**config.mk**
```make
export PLATFORM = sky130hd
export DESIGN_NAME = grouped_priority_interrupt_ctrl
export DESIGN_NICKNAME = d
export VERILOG_FILES = /design/src/grouped_priority_interrupt_ctrl_pkg.sv /design/src/grouped_priority_interrupt_ctrl.sv
export VERILOG_INCLUDE_DIRS = /design/src
export SDC_FILE = /design/constraint.sdc
export NUM_CORES = 1
export LEC_CHECK = 0
export ABC_CLOCK_PERIOD_IN_PS = 19610
export BUFFER_PORTS_ARGS = -buffer_cell sky130_fd_sc_hd__clkbuf_2
export CORE_MARGIN = 3
export CORE_UTILIZATION = 35
export CTS_CLUSTER_DIAMETER = 60
export DETAILED_ROUTE_END_ITERATION = 12
export PLACE_DENSITY = 0.57
export RECOVER_POWER = 100
export SYNTH_ARGS = -nofsm -noshare
export SYNTH_HDL_FRONTEND = slang
export SYNTH_SLANG_ARGS = --single-unit
```
**constraint.sdc**
```tcl
create_clock -name ref_clk -period 19.61 [get_ports ref_clk]
set_input_delay 3.922 -clock ref_clk [delete_from_list [all_inputs] [get_ports ref_clk]]
set_output_delay 3.922 -clock ref_clk [all_outputs]
set_load 0.03 [all_outputs]
```
**src/grouped_priority_interrupt_ctrl_regs.svh**
```systemverilog
// Register offsets, field positions, reset values and vector constants.
`ifndef GROUPED_PRIORITY_INTERRUPT_CTRL_REGS_SVH
`define GROUPED_PRIORITY_INTERRUPT_CTRL_REGS_SVH

`define OFS_SOURCE_ENABLE_LOW        8'hA8
`define OFS_GROUP_PRIORITY_LOW_BITS  8'hA9
`define OFS_SOURCE_ENABLE_HIGH       8'hB8
`define OFS_GROUP_PRIORITY_HIGH_BITS 8'hB9
`define OFS_REQUEST_FLAGS            8'hC0

`define RST_REG                      8'h00

`define BIT_GLOBAL_IRQ_ENABLE        7
`define BIT_WATCHDOG                 6
`define BIT_GENERAL_PWM              4
`define BIT_MOTOR_PWM_MAX            3
`define BIT_MOTOR_PWM_MIN            2
`define BIT_HALL                     1
`define BIT_OVERCURRENT_SHORT        0
`define BIT_OVERCURRENT_LIMIT        7

`define MASK_ENABLE_LOW              8'hBF
`define MASK_ENABLE_HIGH             8'hDF
`define MASK_REQUEST_FLAGS           8'hDF
`define MASK_PRIORITY                8'h3F

`define VECTOR_BASE                  16'h0003
`define VECTOR_STRIDE_SHIFT          3

`endif

```
**src/grouped_priority_interrupt_ctrl_pkg.sv**
```systemverilog
// Types shared by the interrupt controller and its environment.
package grouped_priority_interrupt_ctrl_pkg;

  // Register bus request from the core.
  typedef struct packed {
    logic [7:0] addr;
    logic [7:0] wdata;
    logic       wr;
    logic       rd;
  } reg_req_s;

  // Vector hand-off towards the core.
  typedef struct packed {
    logic        valid;
    logic [3:0]  number;
    logic [15:0] address;
    logic [1:0]  level;
  } vector_s;

  typedef enum logic [3:0] {
    SRC_EXT0     = 4'h0,
    SRC_TIMER0   = 4'h1,
    SRC_EXT1     = 4'h2,
    SRC_TIMER1   = 4'h3,
    SRC_SERIAL   = 4'h4,
    SRC_TIMER2   = 4'h5,
    SRC_CAPTURE  = 4'h7,
    SRC_OC_SHORT = 4'h8,
    SRC_HALL     = 4'h9,
    SRC_MOTOR_PWM_MIN   = 4'hA,
    SRC_MOTOR_PWM_MAX   = 4'hB,
    SRC_GENERAL_PWM     = 4'hC,
    SRC_WATCHDOG = 4'hE,
    SRC_OC_LIMIT = 4'hF
  } source_e;

endpackage : grouped_priority_interrupt_ctrl_pkg

```
**src/grouped_priority_interrupt_ctrl.sv**
```systemverilog
// Grouped four-level priority interrupt controller with its register file.
// What this block does
// - Global enable low blocks every source regardless of source enables.
// - Timer 2 overflow passes only with its enable and global enable.
// - Serial port request passes only with its enable and global enable.
// - Timer 0 and timer 1 overflow pass only with own and global enable.
// - External 0 and 1 pass only with own and global enable.
// - Over-current limit passes only with high-enable bit 7 and global enable.
// - Watchdog passes only with its enable, global enable and mode select.
// - General PWM passes only with high-enable bit 4 and global enable.
// - Motor PWM maximum passes only with high-enable bit 3 and global enable.
// - Motor PWM minimum passes only with high-enable bit 2 and global enable.
// - Hall (bit 1) and over-current short (bit 0) also need global enable.
// - Request register holds seven flags, bit 5 unused, all software read/write.
// - Fourteen sources sort into six groups, each with one of four levels.
// - Low priority register bits 0 to 5 hold group low bits.
// - High priority register bits 0 to 5 hold group high bits.
// - Group level is high bit and low bit; 11 is highest.
// - Low enable register: global 7, T2 5, serial 4, T1 3, X1 2, T0 1, X0 0.
// - Ext, timer, serial and capture hold a level high; the other events set sticky request flags.
// - Group membership and order fixed; group 0 and first-listed rank first.
// - Vector address is 0x0003 plus eight times the source number.
`timescale 1ns/1ps
`include "grouped_priority_interrupt_ctrl_regs.svh"

module grouped_priority_interrupt_ctrl (
  input  wire logic                                      ref_clk,
  input  wire logic                                      rst,
  input  wire grouped_priority_interrupt_ctrl_pkg::reg_req_s regReq,
  output logic [7:0]                                     regRdata,
  input  wire logic                                      ext0Request,
  input  wire logic                                      ext1Request,
  input  wire logic                                      timer0OverflowRequest,
  input  wire logic                                      timer1OverflowRequest,
  input  wire logic                                      timer2OverflowRequest,
  input  wire logic                                      serialRequest,
  input  wire logic                                      captureRequest,
  input  wire logic                                      watchdogIrqModeSelect,
  input  wire logic                                      overcurrentLimitEvent,
  input  wire logic                                      watchdogEvent,
  input  wire logic                                      generalPwmEvent,
  input  wire logic                                      motorPwmMaxEvent,
  input  wire logic                                      motorPwmMinEvent,
  input  wire logic                                      hallEvent,
  input  wire logic                                      overcurrentShortEvent,
  input  wire logic                                      vectorTaken,
  input  wire logic                                      serviceReturn,
  output grouped_priority_interrupt_ctrl_pkg::vector_s   vectorOut,
  output logic [3:0]                                     activeLevels
);

  // ****************************************************************
  // State
  // ****************************************************************
  typedef struct packed {
    logic [7:0] enableLow;
    logic [7:0] enableHigh;
    logic [7:0] prioLow;
    logic [7:0] prioHigh;
    logic [7:0] requestFlags;
    logic [7:0] rdata;
    logic [3:0] inService;
    grouped_priority_interrupt_ctrl_pkg::vector_s vec;
  } state_s;

  state_s st;
  state_s next_st;

  logic [15:0] rawReq;
  logic [15:0] gated;
  logic [15:0] permit;
  logic [7:0]  flagSet;
  logic        globalEn;

  // Slot order by group, then position inside the group; 5'h1F pads unused slots.
  localparam int NUM_SLOTS = 18;
  localparam logic [4:0] SLOT_SRC [NUM_SLOTS] = '{
    5'h00, 5'h1F, 5'h1F,
    5'h0E, 5'h01, 5'h1F,
    5'h08, 5'h09, 5'h02,
    5'h0A, 5'h0B, 5'h03,
    5'h0C, 5'h04, 5'h1F,
    5'h0F, 5'h05, 5'h07
  };

  // ****************************************************************
  // Source gating
  // ****************************************************************
  assign flagSet = {overcurrentLimitEvent, watchdogEvent, 1'b0, generalPwmEvent,
                    motorPwmMaxEvent, motorPwmMinEvent, hallEvent, overcurrentShortEvent};
  assign globalEn = st.enableLow[`BIT_GLOBAL_IRQ_ENABLE];

  always_comb begin
    rawReq = 16'h0000;
    permit = 16'h0000;
    rawReq[0]  = ext0Request;
    rawReq[1]  = timer0OverflowRequest;
    rawReq[2]  = ext1Request;
    rawReq[3]  = timer1OverflowRequest;
    rawReq[4]  = serialRequest;
    rawReq[5]  = timer2OverflowRequest;
    rawReq[7]  = captureRequest;
    rawReq[8]  = st.requestFlags[`BIT_OVERCURRENT_SHORT];
    rawReq[9]  = st.requestFlags[`BIT_HALL];
    rawReq[10] = st.requestFlags[`BIT_MOTOR_PWM_MIN];
    rawReq[11] = st.requestFlags[`BIT_MOTOR_PWM_MAX];
    rawReq[12] = st.requestFlags[`BIT_GENERAL_PWM];
    rawReq[14] = st.requestFlags[`BIT_WATCHDOG];
    rawReq[15] = st.requestFlags[`BIT_OVERCURRENT_LIMIT];
    permit[0]  = st.enableLow[0];
    permit[1]  = st.enableLow[1];
    permit[2]  = st.enableLow[2];
    permit[3]  = st.enableLow[3];
    permit[4]  = st.enableLow[4];
    permit[5]  = st.enableLow[5];
    // The capture unit keeps its own enable, so only the global gate applies here.
    permit[7]  = 1'b1;
    permit[8]  = st.enableHigh[`BIT_OVERCURRENT_SHORT];
    permit[9]  = st.enableHigh[`BIT_HALL];
    permit[10] = st.enableHigh[`BIT_MOTOR_PWM_MIN];
    permit[11] = st.enableHigh[`BIT_MOTOR_PWM_MAX];
    permit[12] = st.enableHigh[`BIT_GENERAL_PWM];
    permit[14] = st.enableHigh[`BIT_WATCHDOG] & watchdogIrqModeSelect;
    permit[15] = st.enableHigh[`BIT_OVERCURRENT_LIMIT];
  end

  assign gated = globalEn ? (rawReq & permit) : 16'h0000;

  // ****************************************************************
  // Arbitration
  // ****************************************************************
  logic [1:0] slotLevel [NUM_SLOTS];
  logic       slotReq   [NUM_SLOTS];

  genvar g;
  generate
    for (g = 0; g < NUM_SLOTS; g++) begin : gen_slot
      localparam int GRP = g / 3;
      assign slotLevel[g] = {st.prioHigh[GRP], st.prioLow[GRP]};
      assign slotReq[g]   = (SLOT_SRC[g] != 5'h1F) && gated[SLOT_SRC[g][3:0]];
    end
  endgenerate

  logic       winFound;
  logic [1:0] winLevel;
  logic [3:0] winSrc;

  // Strictly greater keeps the earlier slot on a tie, giving group order.
  always_comb begin
    winFound = 1'b0;
    winLevel = 2'b00;
    winSrc   = 4'h0;
    for (int i = 0; i < NUM_SLOTS; i++) begin
      if (slotReq[i] && (!winFound || slotLevel[i] > winLevel)) begin
        winFound = 1'b1;
        winLevel = slotLevel[i];
        winSrc   = SLOT_SRC[i][3:0];
      end
    end
  end

  // Current running level: highest bit set in the in-service stack.
  logic       anyInService;
  logic [1:0] curLevel;
  always_comb begin
    anyInService = |st.inService;
    curLevel     = 2'b00;
    for (int k = 0; k < 4; k++) begin
      if (st.inService[k]) begin
        curLevel = 2'(k);
      end
    end
  end

  logic canPreempt;
  assign canPreempt = winFound && (!anyInService || winLevel > curLevel);

  // ****************************************************************
  // Next state
  // ****************************************************************
  always_comb begin
    next_st = st;
    next_st.rdata = 8'h00;
    if (regReq.rd) begin
      unique case (regReq.addr)
        `OFS_SOURCE_ENABLE_LOW:        next_st.rdata = st.enableLow;
        `OFS_SOURCE_ENABLE_HIGH:       next_st.rdata = st.enableHigh;
        `OFS_GROUP_PRIORITY_LOW_BITS:  next_st.rdata = st.prioLow;
        `OFS_GROUP_PRIORITY_HIGH_BITS: next_st.rdata = st.prioHigh;
        `OFS_REQUEST_FLAGS:            next_st.rdata = st.requestFlags;
        default:                       next_st.rdata = 8'h00;
      endcase
    end
    if (regReq.wr) begin
      unique case (regReq.addr)
        `OFS_SOURCE_ENABLE_LOW:
          next_st.enableLow = regReq.wdata & `MASK_ENABLE_LOW;
        `OFS_SOURCE_ENABLE_HIGH:
          next_st.enableHigh = regReq.wdata & `MASK_ENABLE_HIGH;
        `OFS_GROUP_PRIORITY_LOW_BITS:
          next_st.prioLow = regReq.wdata & `MASK_PRIORITY;
        `OFS_GROUP_PRIORITY_HIGH_BITS:
          next_st.prioHigh = regReq.wdata & `MASK_PRIORITY;
        `OFS_REQUEST_FLAGS:
          next_st.requestFlags = regReq.wdata & `MASK_REQUEST_FLAGS;
        default: ;
      endcase
    end
    // Hardware setting a flag wins over a software clear in the same cycle.
    next_st.requestFlags = next_st.requestFlags | (flagSet & `MASK_REQUEST_FLAGS);

    next_st.vec.valid   = canPreempt;
    next_st.vec.number  = winSrc;
    next_st.vec.level   = winLevel;
    next_st.vec.address = `VECTOR_BASE + {9'h000, winSrc, 3'b000};
    if (vectorTaken && st.vec.valid) begin
      next_st.inService[st.vec.level] = 1'b1;
      next_st.vec.valid = 1'b0;
    end else if (serviceReturn) begin
      for (int k = 3; k >= 0; k--) begin
        if (st.inService[k] && 2'(k) == curLevel) begin
          next_st.inService[k] = 1'b0;
        end
      end
    end
  end

  always_ff @(posedge ref_clk) begin
    if (rst) begin
      st <= '0;
    end else begin
      st <= next_st;
    end
  end

  assign regRdata     = st.rdata;
  assign vectorOut    = st.vec;
  assign activeLevels = st.inService;

  // ****************************************************************
  // Checks
  // ****************************************************************
  AST_GLOBAL_OFF: assert property (@(posedge ref_clk) disable iff (rst)
    !globalEn |=> !vectorOut.valid || $past(vectorTaken))
    else $error("Vector offered while global enable off.");
  AST_WDOG_MODE: assert property (@(posedge ref_clk) disable iff (rst)
    !watchdogIrqModeSelect |=> !(vectorOut.valid && vectorOut.number == 4'hE))
    else $error("Watchdog passed without mode select.");
  AST_VEC_ADDR: assert property (@(posedge ref_clk) disable iff (rst)
    vectorOut.valid |-> vectorOut.address == 16'h0003 + 16'(vectorOut.number) * 16'd8)
    else $error("Vector address wrong.");
  AST_FLAG_SET_WINS: assert property (@(posedge ref_clk) disable iff (rst)
    hallEvent |=> requestFlags_hall())
    else $error("Hall flag lost.");
  AST_RESET_CLEAR: assert property (@(posedge ref_clk)
    rst |=> st.enableLow == 8'h00 && st.prioHigh == 8'h00 && !vectorOut.valid)
    else $error("Registers not cleared by reset.");
  AST_READBACK: assert property (@(posedge ref_clk) disable iff (rst)
    (regReq.rd && regReq.addr == 8'hB9) |=> regRdata == $past(st.prioHigh) && regRdata[7:6] == 2'b00)
    else $error("High priority readback wrong.");
  AST_PREEMPT: assert property (@(posedge ref_clk) disable iff (rst)
    vectorOut.valid && anyInService |-> vectorOut.level > curLevel || $past(vectorTaken))
    else $error("Vector does not pre-empt.");
  AST_T2_GATE: assert property (@(posedge ref_clk) disable iff (rst)
    (vectorOut.valid && vectorOut.number == 4'h5) |-> $past(st.enableLow[5] && globalEn))
    else $error("Timer 2 vector without enables.");

  // ****************************************************************
  // Gate, level and bookkeeping checks
  // ****************************************************************

  AST_T0_GATE: assert property (@(posedge ref_clk) disable iff (rst)
    (vectorOut.valid && vectorOut.number == 4'h1) |-> $past(st.enableLow[1] && globalEn))
    else $error("Timer 0 vector without enables.");

  AST_T1_GATE: assert property (@(posedge ref_clk) disable iff (rst)
    (vectorOut.valid && vectorOut.number == 4'h3) |-> $past(st.enableLow[3] && globalEn))
    else $error("Timer 1 vector without enables.");

  AST_EXT0_GATE: assert property (@(posedge ref_clk) disable iff (rst)
    (vectorOut.valid && vectorOut.number == 4'h0) |-> $past(st.enableLow[0] && globalEn))
    else $error("External 0 vector without enables.");

  AST_EXT1_GATE: assert property (@(posedge ref_clk) disable iff (rst)
    (vectorOut.valid && vectorOut.number == 4'h2) |-> $past(st.enableLow[2] && globalEn))
    else $error("External 1 vector without enables.");

  AST_SERIAL_GATE: assert property (@(posedge ref_clk) disable iff (rst)
    (vectorOut.valid && vectorOut.number == 4'h4) |-> $past(st.enableLow[4] && globalEn))
    else $error("Serial vector without enables.");

  AST_OC_LIMIT_GATE: assert property (@(posedge ref_clk) disable iff (rst)
    (vectorOut.valid && vectorOut.number == 4'hF) |-> $past(st.enableHigh[7] && globalEn))
    else $error("Over-current limit vector without enables.");

  AST_WDOG_GATE: assert property (@(posedge ref_clk) disable iff (rst)
    (vectorOut.valid && vectorOut.number == 4'hE)
      |-> $past(st.enableHigh[6] && watchdogIrqModeSelect && globalEn))
    else $error("Watchdog vector without enables.");

  AST_GEN_PWM_GATE: assert property (@(posedge ref_clk) disable iff (rst)
    (vectorOut.valid && vectorOut.number == 4'hC) |-> $past(st.enableHigh[4] && globalEn))
    else $error("General PWM vector without enables.");

  AST_MOTOR_MAX_GATE: assert property (@(posedge ref_clk) disable iff (rst)
    (vectorOut.valid && vectorOut.number == 4'hB) |-> $past(st.enableHigh[3] && globalEn))
    else $error("Motor PWM maximum vector without enables.");

  AST_MOTOR_MIN_GATE: assert property (@(posedge ref_clk) disable iff (rst)
    (vectorOut.valid && vectorOut.number == 4'hA) |-> $past(st.enableHigh[2] && globalEn))
    else $error("Motor PWM minimum vector without enables.");

  AST_HALL_GATE: assert property (@(posedge ref_clk) disable iff (rst)
    (vectorOut.valid && vectorOut.number == 4'h9) |-> $past(st.enableHigh[1] && globalEn))
    else $error("Hall vector without enables.");

  AST_OC_SHORT_GATE: assert property (@(posedge ref_clk) disable iff (rst)
    (vectorOut.valid && vectorOut.number == 4'h8) |-> $past(st.enableHigh[0] && globalEn))
    else $error("Over-current short vector without enables.");

  AST_NO_UNUSED_NUMBER: assert property (@(posedge ref_clk) disable iff (rst)
    vectorOut.valid |-> vectorOut.number != 4'h6 && vectorOut.number != 4'hD)
    else $error("Vector offered for an unused number.");

  AST_PRIO_LOW_RSVD: assert property (@(posedge ref_clk) disable iff (rst)
    st.prioLow[7:6] == 2'b00)
    else $error("Low priority reserved bits set.");

  AST_PRIO_HIGH_RSVD: assert property (@(posedge ref_clk) disable iff (rst)
    st.prioHigh[7:6] == 2'b00)
    else $error("High priority reserved bits set.");

  AST_ENABLE_RSVD: assert property (@(posedge ref_clk) disable iff (rst)
    st.enableLow[6] == 1'b0 && st.enableHigh[5] == 1'b0)
    else $error("Enable reserved bits set.");

  AST_REQ_RSVD: assert property (@(posedge ref_clk) disable iff (rst)
    st.requestFlags[5] == 1'b0)
    else $error("Request reserved bit set.");

  AST_FLAG_STICKY: assert property (@(posedge ref_clk) disable iff (rst)
    (st.requestFlags[0] && !(regReq.wr && regReq.addr == 8'hC0)) |=> st.requestFlags[0])
    else $error("Short flag dropped without a write.");

  AST_RDATA_IDLE: assert property (@(posedge ref_clk) disable iff (rst)
    !regReq.rd |=> regRdata == 8'h00)
    else $error("Read data not zero outside a read.");

  AST_LEVEL_G0: assert property (@(posedge ref_clk) disable iff (rst)
    (vectorOut.valid && vectorOut.number == 4'h0)
      |-> vectorOut.level == $past({st.prioHigh[0], st.prioLow[0]}))
    else $error("Group 0 level wrong.");

  AST_LEVEL_G5: assert property (@(posedge ref_clk) disable iff (rst)
    (vectorOut.valid && vectorOut.number == 4'h5)
      |-> vectorOut.level == $past({st.prioHigh[5], st.prioLow[5]}))
    else $error("Group 5 level wrong.");

  AST_EXT0_WINS: assert property (@(posedge ref_clk) disable iff (rst)
    (gated[0] && !vectorTaken && !anyInService && st.prioLow == 8'h00
      && st.prioHigh == 8'h00) |=> vectorOut.valid && vectorOut.number == 4'h0)
    else $error("Group 0 did not win at equal levels.");

  AST_TAKE_SETS: assert property (@(posedge ref_clk) disable iff (rst)
    (vectorTaken && vectorOut.valid)
      |=> !vectorOut.valid && activeLevels[$past(vectorOut.level)])
    else $error("Accepted vector not marked in service.");

  AST_RETURN_POP: assert property (@(posedge ref_clk) disable iff (rst)
    (serviceReturn && !vectorTaken && anyInService)
      |=> activeLevels == ($past(activeLevels) & ~(4'h1 << $past(curLevel))))
    else $error("Return did not end the highest level.");

  function automatic logic requestFlags_hall();
    return st.requestFlags[`BIT_HALL];
  endfunction : requestFlags_hall

endmodule : grouped_priority_interrupt_ctrl

```
== Yosys cells after proc, flatten, opt, wreduce, memory -nomap -nowiden ==
Index checks and enable logic that the tools add are counted.

* Add/subtract/negate cells: 1
* Magnitude comparators: 16
* Equality and inequality tests: 8
* Mux-type cells: 56
* Bitwise operators: 5
* Reduce and logical (&&, ||, !) cells: 65

{| class="wikitable"
|+ Operators with widths
! cell !! number
|-
| 4-bit two-way mux || 15
|-
| 8-bit equality test (second input constant) || 5
|-
| 8-bit case mux with 5 select lines || 1
|-
| 2-bit two-way mux || 16
|-
| 2-bit > comparator || 14
|-
| 1-bit logical AND || 20
|-
| 1-bit two-way mux || 20
|-
| 16-bit bitwise AND || 1
|-
| 16-bit two-way mux || 1
|-
| 8-bit two-way mux || 2
|-
| 2-bit AND reduction || 8
|-
| 1-bit zero test || 14
|-
| 1-bit logical OR || 14
|-
| 2-bit nonzero test || 5
|-
| 2-bit by 7-bit adder with 8-bit output (first input constant) || 1
|-
| 8-bit OR || 1
|-
| 2-bit equality test (first input constant) || 2
|-
| 4-bit OR || 1
|-
| 2-bit OR reduction || 2
|-
| 4-bit OR reduction || 1
|-
| 2-bit by 3-bit < comparator with 1-bit output (second input constant) || 1
|-
| 1-bit demux with 2-bit select || 1
|-
| 1-bit by 2-bit equality test with 1-bit output (first input constant) || 1
|-
| 2-bit by 1-bit greater-or-equal comparator with 1-bit output (second input constant) || 1
|-
| 3 further kinds || 3
|}

* Bits in registers: 69
* Bits of input ports: 37
* Output and inout port bits: 35
* Word-level logic and storage cells: 165

== Logic depth before layout (Yosys ltp) ==
Gate-level depths: netlist (run 1).

* Depth in word-level cells: 59
* Gate-level depth with buffers: 88

== Worst setup path after synthesis (run 1) ==
No wires, ideal clock.

* Path type: input to register
* Start point: input port ext0Request
* End point: register st (netlist bit vectorOut[22])
* Data arrival time: 19547 ps
* Data required time: 19496 ps
* Slack: -52 ps
* Stages: 85
* Buffers on the path: 0
* Cell sequence: and3_1 -> and2_1 -> ha_1 -> nand2_1 -> o21ai_1 -> a211oi_1 -> nor2_1 -> ha_1 -> nor2b_1 -> a2bb2oi_1 -> o2111a_2 -> o31a_4 -> inv_1 -> ha_1 -> nor2b_1 -> o21ai_1 -> a21oi_1 -> inv_1 -> [... 49 more ...] -> nand4_1 -> mux2_2 -> ha_1 -> a21oi_1 -> o2111ai_1 -> nand2_1 -> mux2_2 -> ha_1 -> nand2_1 -> o21ai_0 -> a21oi_1 -> nor2_1 -> mux2_2 -> ha_1 -> a21oi_1 -> a21oi_1 -> a21oi_1 -> a2111oi_0

{| class="wikitable"
|+ RTL lines
! element !! line !! text
|-
| start: declaration || grouped_priority_interrupt_ctrl.sv:31 || <nowiki>input wire logic ext0Request,</nowiki>
|-
| end signal: assignment || grouped_priority_interrupt_ctrl.sv:232 || <nowiki>st <= next_st;</nowiki>
|-
| end: declaration || grouped_priority_interrupt_ctrl.sv:66 || <nowiki>state_s st;</nowiki>
|}

==> results.py, run 1 <==
metrics = {
    "drt": {
        "wl_met2_mm": 5.26,
        "routed_wl_mm": 11.0,
        "top_layer_used": "met4",
        "drc": 0,
        "num_vias": 3666,
        "vias_per_cell": 5.38,
        "wl_met1_mm": 4.78,
        "wl_met3_um": 645,
        "drt-initial-drc-count": 286,
        "dr.pass1.iters": 6,
        "ant_nets": 0,
        "wl_per_cell_um": 16.1,
    },
    "place": {
        "dpl.cell_count": 654,
        "routabilityCongestion": 0.902,
        "port_buffers": 61,
        "place_hpwl_mm": 7.78,
    },
    "setup_path": {
        "worstSetupPathType": "input port to flop",
        "slowest_stage": "or3_4",
        "crit_path_end": "vectorOut[22]",
        "cp_common_cell": "a21oi_2",
        "critPathRequiredTime_ns": 19.82,
        "r2r_slack_ns": 3.51,
        "r2r_start": "globalEn",
        "critPathLaunch": "ext0Request",
        "cp_max_fo": 3,
        "max_stage_delay_ns": 0.38,
        "r2r_cells": 87,
        "rr_endpoint": "vectorOut[22]",
        "cp.arrival_ns": 19.35,
        "crit_path_start_kind": "input port",
        "end_kind": "flop",
    },
    "synthesis": {
        "synth_commonest_cells": "64 x nor2_1, 53 x dfxtp_1, 40 x nand2_1, 35 x buf_4, 30 x mux2i_1",
        "synth_seq_cells": 53,
        "synth_area_mm2": 0.00382,
        "synth_top_area_share_pct": 27.8,
        "ys_warn_count": 0,
        "synth_top_area_cell": "dfxtp_1",
        "synth_edf_count": 0,
        "ys_types": 62,
        "yosysSeqAreaShare_pct": 27.8,
        "async_reset_ff_share_pct": 0,
        "synth_ff_type": "dfxtp_1",
        "netlist_instances": 463,
        "avgSynthCellArea_um2": 8.25,
        "yosysMostFrequentCell": "nor2_1",
        "synth_area_leaders": "dfxtp_1 28%, mux2i_1 7.9%, ha_1 7.5%",
    },
    "global_routing": {
        "overflow": 0,
        "grt_pass1_wl_mm": 17.2,
        "antenna_found_initial": 0,
        "grt_max_degree": 43,
        "grt_pass1_vias": 3456,
        "track_usage_pct": 16.9,
    },
    "sta": {
        "slew_viol_final": 0,
        "finalHoldViolCount": 0,
        "fin_skew_ns": 0.00687,
        "min_period_ns": 19.14,
        "worst_pin_slew_ns": 0.906,
        "finalSetupViolations": 0,
        "slew-limit-headroom_pct": 39.6,
        "max_freq_mhz": 52.2,
        "fin_crit_sh_pct": 97.6,
        "tns_ns": 0,
    },
    "floorplanning": {
        "rows": 37,
        "initial_core_util_pct": 36.5,
        "io_pins": 72,
        "dieArea_mm2": 0.0122,
        "die_w_um": 110,
        "die_height_um": 110,
        "core_area_mm2": 0.0105,
    },
    "clock_network": {
        "tritoncts": "yes",
        "cts_buffer_depth": 2,
        "cts_hold_buf": 0,
        "clkSinkCount": 53,
        "cts_made_buffers": 5,
        "clk_pin_slew_ns": 0.09,
        "cts_root_buffer": "clkbuf_8",
        "htree_levels": 2,
        "clk_latency_ns": 0.31,
    },
    "run_status": {
        "status": "completed",
    },
    "power_and_ir_drop": {
        "power_density_mw_per_mm2": 40.6,
        "power_frac_comb_pct": 7.4,
        "pwr-share-seq_pct": 55.0,
        "internal_power_uw": 152,
        "p_total_uw": 201,
        "power.switching_uw": 48.6,
        "power.leakage_nw": 2.21,
        "ir_worst_vdd_v": 0.0000385,
        "switching_share_pct": 24.2,
        "p_clk_share_pct": 37.6,
    },
    "finish": {
        "antenna_cells": 0,
        "stdcell_count": 681,
        "area.growth.synth_to_final_pct": 29.1,
        "fin_nets": 604,
        "drive_gt1_share_pct": 34.5,
    },
    "flow_run": {
        "drv_cap": 0,
    },
    "hold_path": {
        "whs_path_depth": 2,
        "worstHoldPathType": "flop to flop",
    },
}
## worst min path at each step
stage                        from       endpoint  slack, ns
finish                 rawReq[12]     rawReq[12]       0.51
global route           rawReq[12]     rawReq[12]       0.57
CTS                    rawReq[12]     rawReq[12]       0.51
detailed placement     rawReq[12]     rawReq[12]       0.49
global placement       rawReq[12]     rawReq[12]       0.49
floorplan           slotLevel[30]  slotLevel[30]       0.47
## registers in the layout, indices dropped and copies added, names as in the netlist
name / flops
activeLevels: 4
globalEn: 1
permit: 12
rawReq: 7
regRdata: 8
slotLevel: 12
st: 1
vectorOut: 8
## worst max-delay path: cells and delay by family
kind / cells / cell delay, ns
muxes: 9 / 2.58
buffers and inverters: 3 / 0.22
AOI/OAI and AO/OA: 34 / 5.32
and+or+nand+nor: 27 / 3.46
adders and majority gates: 14 / 3.85
## power by group through the flow
stage	Clock [mW]	Sequential (mW)	Combinational, mW
floorplan	0	0.112	0.00989
finish	0.0754	0.110	0.0148
global route	0.0815	0.111	0.0163
detailed placement	0	0.113	0.0145
CTS	0.0775	0.110	0.0146
global placement	0	0.113	0.0144
## layer usage
layer / up-vias / global-route usage [%]
met3: 25 / 2.58
met2: 132 / 27.3
met1: 1730 / 22.9
met5: - / 0
li1: 1779 / -
met4: 0 / 5.50
## kinds of logic after synthesis
kind of cell | share of synthesized area [%]
flip-flops | 27.8
other | 0.0981
multiplexers | 14.2
adder cells (fa/ha/maj) | 7.53
AO/OA/AOI/OAI | 19.6
buffers and inverters | 10.8
AND/OR/NAND/NOR | 19.9
## stage by stage
step	hold WS [ns]	instance area (um^2)	util, %	setup WS (ns)
floorplan	0.469	3860	-	0.0343
global placement	0.490	4280	40.9	-0.214
detailed placement	0.493	4280	40.9	-0.597
CTS	0.513	4420	42.2	0.0209
global route	0.567	4930	47.2	-0.317
finish	0.512	4930	47.2	0.469
## cell usage in the layout, fill, tap and decap left out, types with 9 or more instances in the layout
master and count:
nor2_1 57, buf_4 54, dfxtp_1 53, nand2_1 35, clkbuf_2 34, mux2i_1 30, clkbuf_1 27, inv_1 23
nand3_1 17, a21oi_1 16, ha_4 12, a22oi_1 11, a21oi_2 10, ha_1 10, conb_1 10, mux2_4 9
nor3_1 9, a31oi_1 9
## area by class of cell
cell class / count / area [um^2]
clock inverters: 2 / 38.8
flip-flops and latches: 53 / 1060
repair buffers: 115 / 684
clock buffers: 6 / 72.6
inverters: 25 / 96.3
fillers: 1034 / 5530
multi-input cells: 344 / 2810
well taps: 136 / 170
## repair_timing
action	in CTS	in global routing
gates resized for setup	8	83
endpoints found under the setup margin	1	7
pin swaps	2	55
setup buffers	0	19
Power figures use the tool's default switching activity.
==> run 2, diff against run 1 <==
CORE_MARGIN = unset   (was 3)
RECOVER_POWER = 50   (was 100)
==> run 2 against run 1 <==
  * Core utilization shrank 0.18 points
  * Total power decreased by 6.1%
  * Worst setup slack improved by 0.086 ns
  * Final area decreased by 0.38%
  * Combinational power about the same
  * Sequential power about the same
  * Largest cell class unchanged
  * Critical path depth decreased by 1
  * Non-clock buffer count did not move
  * Worst hold slack worse by 0.0020 ns
  * Clock power down 16%
  * Clock-buffer cell count did not move
==> results.py, run 2 (synthesis results as in run 1) <==
metrics = {
    "power_and_ir_drop": {
        "p_clk_share_pct": 33.6,
        "switching_share_pct": 24.9,
        "power_density_mw_per_mm2": 38.3,
        "p_total_uw": 188,
        "power.switching_uw": 46.9,
        "pwr-share-seq_pct": 58.6,
        "power.leakage_nw": 2.20,
        "power_frac_comb_pct": 7.8,
        "ir_worst_vdd_v": 0.0000388,
        "internal_power_uw": 141,
    },
    "clock_network": {
        "clk_pin_slew_ns": 0.09,
        "clk_latency_ns": 0.31,
        "htree_levels": 2,
        "cts_root_buffer": "clkbuf_8",
        "clkSinkCount": 53,
        "cts_hold_buf": 0,
        "cts_made_buffers": 5,
        "cts_buffer_depth": 2,
        "tritoncts": "yes",
    },
    "floorplanning": {
        "core_area_mm2": 0.0105,
        "initial_core_util_pct": 36.5,
        "die_w_um": 106,
        "dieArea_mm2": 0.0113,
        "io_pins": 72,
        "rows": 37,
        "die_height_um": 106,
    },
    "drt": {
        "wl_met2_mm": 5.10,
        "drc": 0,
        "top_layer_used": "met4",
        "ant_nets": 0,
        "dr.pass1.iters": 4,
        "routed_wl_mm": 10.6,
        "wl_met1_mm": 4.84,
        "drt-initial-drc-count": 248,
        "num_vias": 3622,
        "vias_per_cell": 5.33,
        "wl_met3_um": 484,
        "wl_per_cell_um": 15.6,
    },
    "hold_path": {
        "worstHoldPathType": "flop to flop",
    },
    "global_routing": {
        "grt_max_degree": 43,
        "overflow": 0,
        "track_usage_pct": 18.3,
        "grt_pass1_vias": 3279,
        "antenna_found_initial": 0,
        "grt_pass1_wl_mm": 16.5,
    },
    "setup_path": {
        "worstSetupPathType": "input port to flop",
        "max_stage_delay_ns": 0.37,
        "cp_max_fo": 4,
        "cp_common_cell": "a21oi_2",
        "cp.arrival_ns": 19.26,
        "critPathRequiredTime_ns": 19.81,
        "end_kind": "flop",
        "slowest_stage": "or3_4",
        "crit_path_start_kind": "input port",
        "r2r_slack_ns": 3.63,
    },
    "place": {
        "dpl.cell_count": 656,
        "routabilityCongestion": 0.931,
        "port_buffers": 61,
        "place_hpwl_mm": 7.63,
    },
    "sta": {
        "slew_viol_final": 0,
        "fin_crit_sh_pct": 97.2,
        "fin_skew_ns": 0.00898,
        "worst_pin_slew_ns": 0.901,
        "min_period_ns": 19.05,
        "finalHoldViolCount": 0,
        "max_freq_mhz": 52.5,
        "finalSetupViolations": 0,
        "slew-limit-headroom_pct": 39.7,
    },
    "finish": {
        "layout.cells.most_common": "nor2_1",
        "stdcell_count": 680,
        "final_cell_mix": "57 x nor2_1, 54 x buf_4, 53 x dfxtp_1, 36 x clkbuf_2, 34 x nand2_1",
        "fin_nets": 604,
        "antenna_cells": 0,
        "drive_gt1_share_pct": 35.3,
        "area.growth.synth_to_final_pct": 28.6,
        "fillers": 1016,
    },
    "flow_run": {
        "drv_cap": 0,
    },
    "run_status": {
        "status": "completed",
    },
}
run 2: cell types whose count changed in the layout (fill, tap and decap cells not counted), sizes merged:
| cell | before | now |
|---|---|---|
| clkinv | 1 | 0 |
| clkbuf | 66 | 67 |
| buf | 55 | 54 |
| bufinv | 1 | 0 |
| clkinvlp | 0 | 1 |
run 2: cell type report:
cell class,count,area [um^2],area share (%)
clock inverters,1,7.51,0.153
multi-input cells,344,2820,57.3
inverters,25,96.3,1.96
clock buffers,6,82.6,1.68
repair buffers,115,679,13.8
flip-flops and latches,53,1060,21.6
well taps,136,170,3.46
run 2: power by group through the flow:
stage / registers (mW) / logic, mW / clock network (mW)
finish: 0.110 / 0.0147 / 0.0633
global route: 0.111 / 0.0162 / 0.0701
CTS: 0.110 / 0.0147 / 0.0653
detailed placement: 0.113 / 0.0146 / 0
global placement: 0.113 / 0.0144 / 0
floorplan: 0.112 / 0.00989 / 0
run 2: critical path, delay by kind of cell:
family          cells  cell delay, ns
compound gates     33            5.02
fa+ha+maj          14            3.88
buf+inv             5            0.53
mux                10            2.86
simple gates       24            3.02
run 2: what timing repair did:
item	in CTS	in global routing
pin swaps	3	55
setup endpoints to repair	1	7
resized for setup	11	85
setup buffers	1	17
run 2: worst paths after layout:
path / depth (start not counted) / from / to
setup / recovery: 86 / ext0Request / vectorOut[22]
hold / removal: 2 / rawReq[12] / rawReq[12]
hold reg to reg: 2 / rawReq[12] / rawReq[12]
setup reg to reg: 86 / globalEn / vectorOut[22]
run 2: metrics by stage:
stage	setup WS, ns	hold WS (ns)	cell area (um^2)	util [%]	TNS, ns
floorplan	0.0343	0.469	3860	-	0
global placement	-0.259	0.493	4290	41.0	-0.259
detailed placement	-0.643	0.495	4290	41.0	-0.643
CTS	0.0162	0.509	4420	42.3	0
global route	-0.236	0.543	4910	47.0	-0.236
finish	0.556	0.510	4910	47.0	0
run 2: metal layers:
layer / up-vias / track usage, %
li1: 1775 / -
met4: 0 / 5.09
met3: 17 / 2.51
met2: 106 / 30.7
met1: 1724 / 24.4
met5: - / 0
==> run 3, diff against run 2 <==
ABC_CLOCK_PERIOD_IN_PS = 23500   (was 19610)
PLACE_DENSITY = 0.55   (was 0.57)
clock period = 23.5 ns   (was 19.61 ns; I/O delays follow)
==> run 3 against run 2 <==
  * The run now ends with max-capacitance violations, max-slew violations left
  * Via count shrank 8.1%
  * Core utilization shrank 7.4 points
  * Worst setup slack gained 1.0 ns
  * Total power shrank 18%
  * Sequential power shrank 16%
  * Die area is the same
==> results.py, run 3 (synthesis results as in run 1) <==
metrics = {
    "floorplanning": {
        "dieArea_mm2": 0.0113,
        "die_height_um": 106,
        "die_w_um": 106,
        "rows": 37,
        "io_pins": 72,
        "initial_core_util_pct": 36.5,
        "core_area_mm2": 0.0105,
    },
    "power_and_ir_drop": {
        "ir_worst_vdd_v": 0.0000220,
        "power.leakage_nw": 1.81,
        "p_total_uw": 155,
        "power_density_mw_per_mm2": 37.4,
    },
    "drt": {
        "dr.pass1.iters": 4,
        "wl_per_cell_um": 15.4,
        "drc": 0,
        "ant_nets": 0,
        "routed_wl_mm": 9.68,
        "num_vias": 3329,
        "drt-initial-drc-count": 224,
        "vias_per_cell": 5.30,
    },
    "clock_network": {
        "cts_buffer_depth": 2,
        "cts_hold_buf": 0,
        "clk_latency_ns": 0.30,
        "cts_resized": 0,
        "clk_pin_slew_ns": 0.09,
        "clkSinkCount": 53,
        "tritoncts": "yes",
        "htree_levels": 2,
        "postCtsSetupBuffers": 0,
        "cts_made_buffers": 5,
        "cts_root_buffer": "clkbuf_8",
    },
    "sta": {
        "fin_skew_ns": 0.00956,
        "fin_hold_ws_ns": 0.505,
        "grt_setup_unrepaired": "false",
        "min_period_ns": 21.91,
        "fin_crit_sh_pct": 93.2,
        "max_freq_mhz": 45.7,
        "finalSetupViolations": 0,
        "slew_viol_final": 43,
        "worst_pin_slew_ns": 1.94,
        "finalHoldViolCount": 0,
        "slew-limit-headroom_pct": -29.5,
        "tns_ns": 0,
        "worst_slack_ns": 1.59,
    },
    "setup_path": {
        "crit_path_start_kind": "input port",
        "critPathRequiredTime_ns": 23.68,
        "slowest_stage": "or3_1",
        "max_stage_delay_ns": 0.42,
        "cp_common_cell": "ha_1",
        "worstSetupPathType": "input port to flop",
        "cp_max_fo": 7,
        "cpLargestDelayFamily": "compound AO/OA/AOI/OAI gates",
        "critPathBufInv": 2,
        "cp.arrival_ns": 22.08,
        "end_kind": "flop",
    },
    "run_status": {
        "status": "finished, violations left",
        "violations": "max-capacitance violations, max-slew violations",
    },
    "finish": {
        "area.growth.synth_to_final_pct": 8.28,
        "antenna_cells": 0,
        "layout.cells.most_common": "nor2_1",
        "drive_gt1_share_pct": 16.5,
        "final_cell_mix": "62 x nor2_1, 53 x dfxtp_1, 39 x nand2_1, 35 x clkbuf_2, 30 x mux2i_1",
        "fin_nets": 551,
        "stdcell_count": 628,
    },
    "global_routing": {
        "antenna_found_initial": 0,
        "track_usage_pct": 17.6,
        "grt_max_degree": 43,
        "grt_pass1_vias": 3174,
        "overflow": 0,
        "grt_pass1_wl_mm": 16.0,
    },
    "hold_path": {
        "worstHoldPathType": "flop to flop",
    },
    "place": {
        "place_hpwl_mm": 7.45,
        "dpl.cell_count": 620,
        "pre_cts_slack_ns": 0.883,
        "port_buffers": 61,
        "routabilityCongestion": 0.898,
    },
    "flow_run": {
        "drv_cap": 1,
    },
}
run 3: cell count changes in the layout (fill, tap and decap cells not counted), sizes merged:
cell	previous run	this run
clkinvlp	1	2
buf	54	1
run 3: path summary, 6_finish.rpt:
path                             startpoint             to  slack, ns  depth (start not counted)
worst max register to register     globalEn  vectorOut[22]       5.48                         86
worst min register to register   rawReq[12]     rawReq[12]       0.51                          2
worst max-delay path            ext0Request  vectorOut[22]       1.59                         86
worst min-delay path             rawReq[12]     rawReq[12]       0.51                          2
run 3: cell type report:
| class | instances | area [um^2] |
|---|---|---|
| Inverter | 25 | 93.8 |
| Tap cell | 136 | 170 |
| Sequential cell | 53 | 1060 |
| Timing Repair Buffer | 62 | 280 |
| Fill cell | 1111 | 6320 |
| Clock inverter | 2 | 15.0 |
| Multi-Input combinational cell | 344 | 2440 |
| Clock buffer | 6 | 72.6 |
run 3: worst min-delay path: stages (launching register included):
cell	delay, ns
dfxtp_1	0.34
nand2_1	0.06
a31oi_1	0.07
run 3: through the flow:
step,util [%],instance area (um^2)
after floorplan,-,3850
after global placement,38.4,4020
after detailed placement,38.4,4020
after CTS,39.2,4110
after global routing,39.5,4140
final,39.5,4140
run 3: per-layer routing:
layer  vias up  GRT usage, %  routed length (um)
met5         -             0                   0
met4         0          4.79                 111
met3         9          1.59                 406
met2        79          30.0                4590
met1      1568          23.8                4570
li1       1673             -                   -
run 3: power breakdown:
part | leakage [nW] | switching [mW] | internal [mW]
combinational | 1.35 | 0.00823 | 0.00376
clock | 0.0374 | 0.0297 | 0.0211
sequential | 0.429 | 0.00137 | 0.0908
total | 1.81 | 0.0393 | 0.116
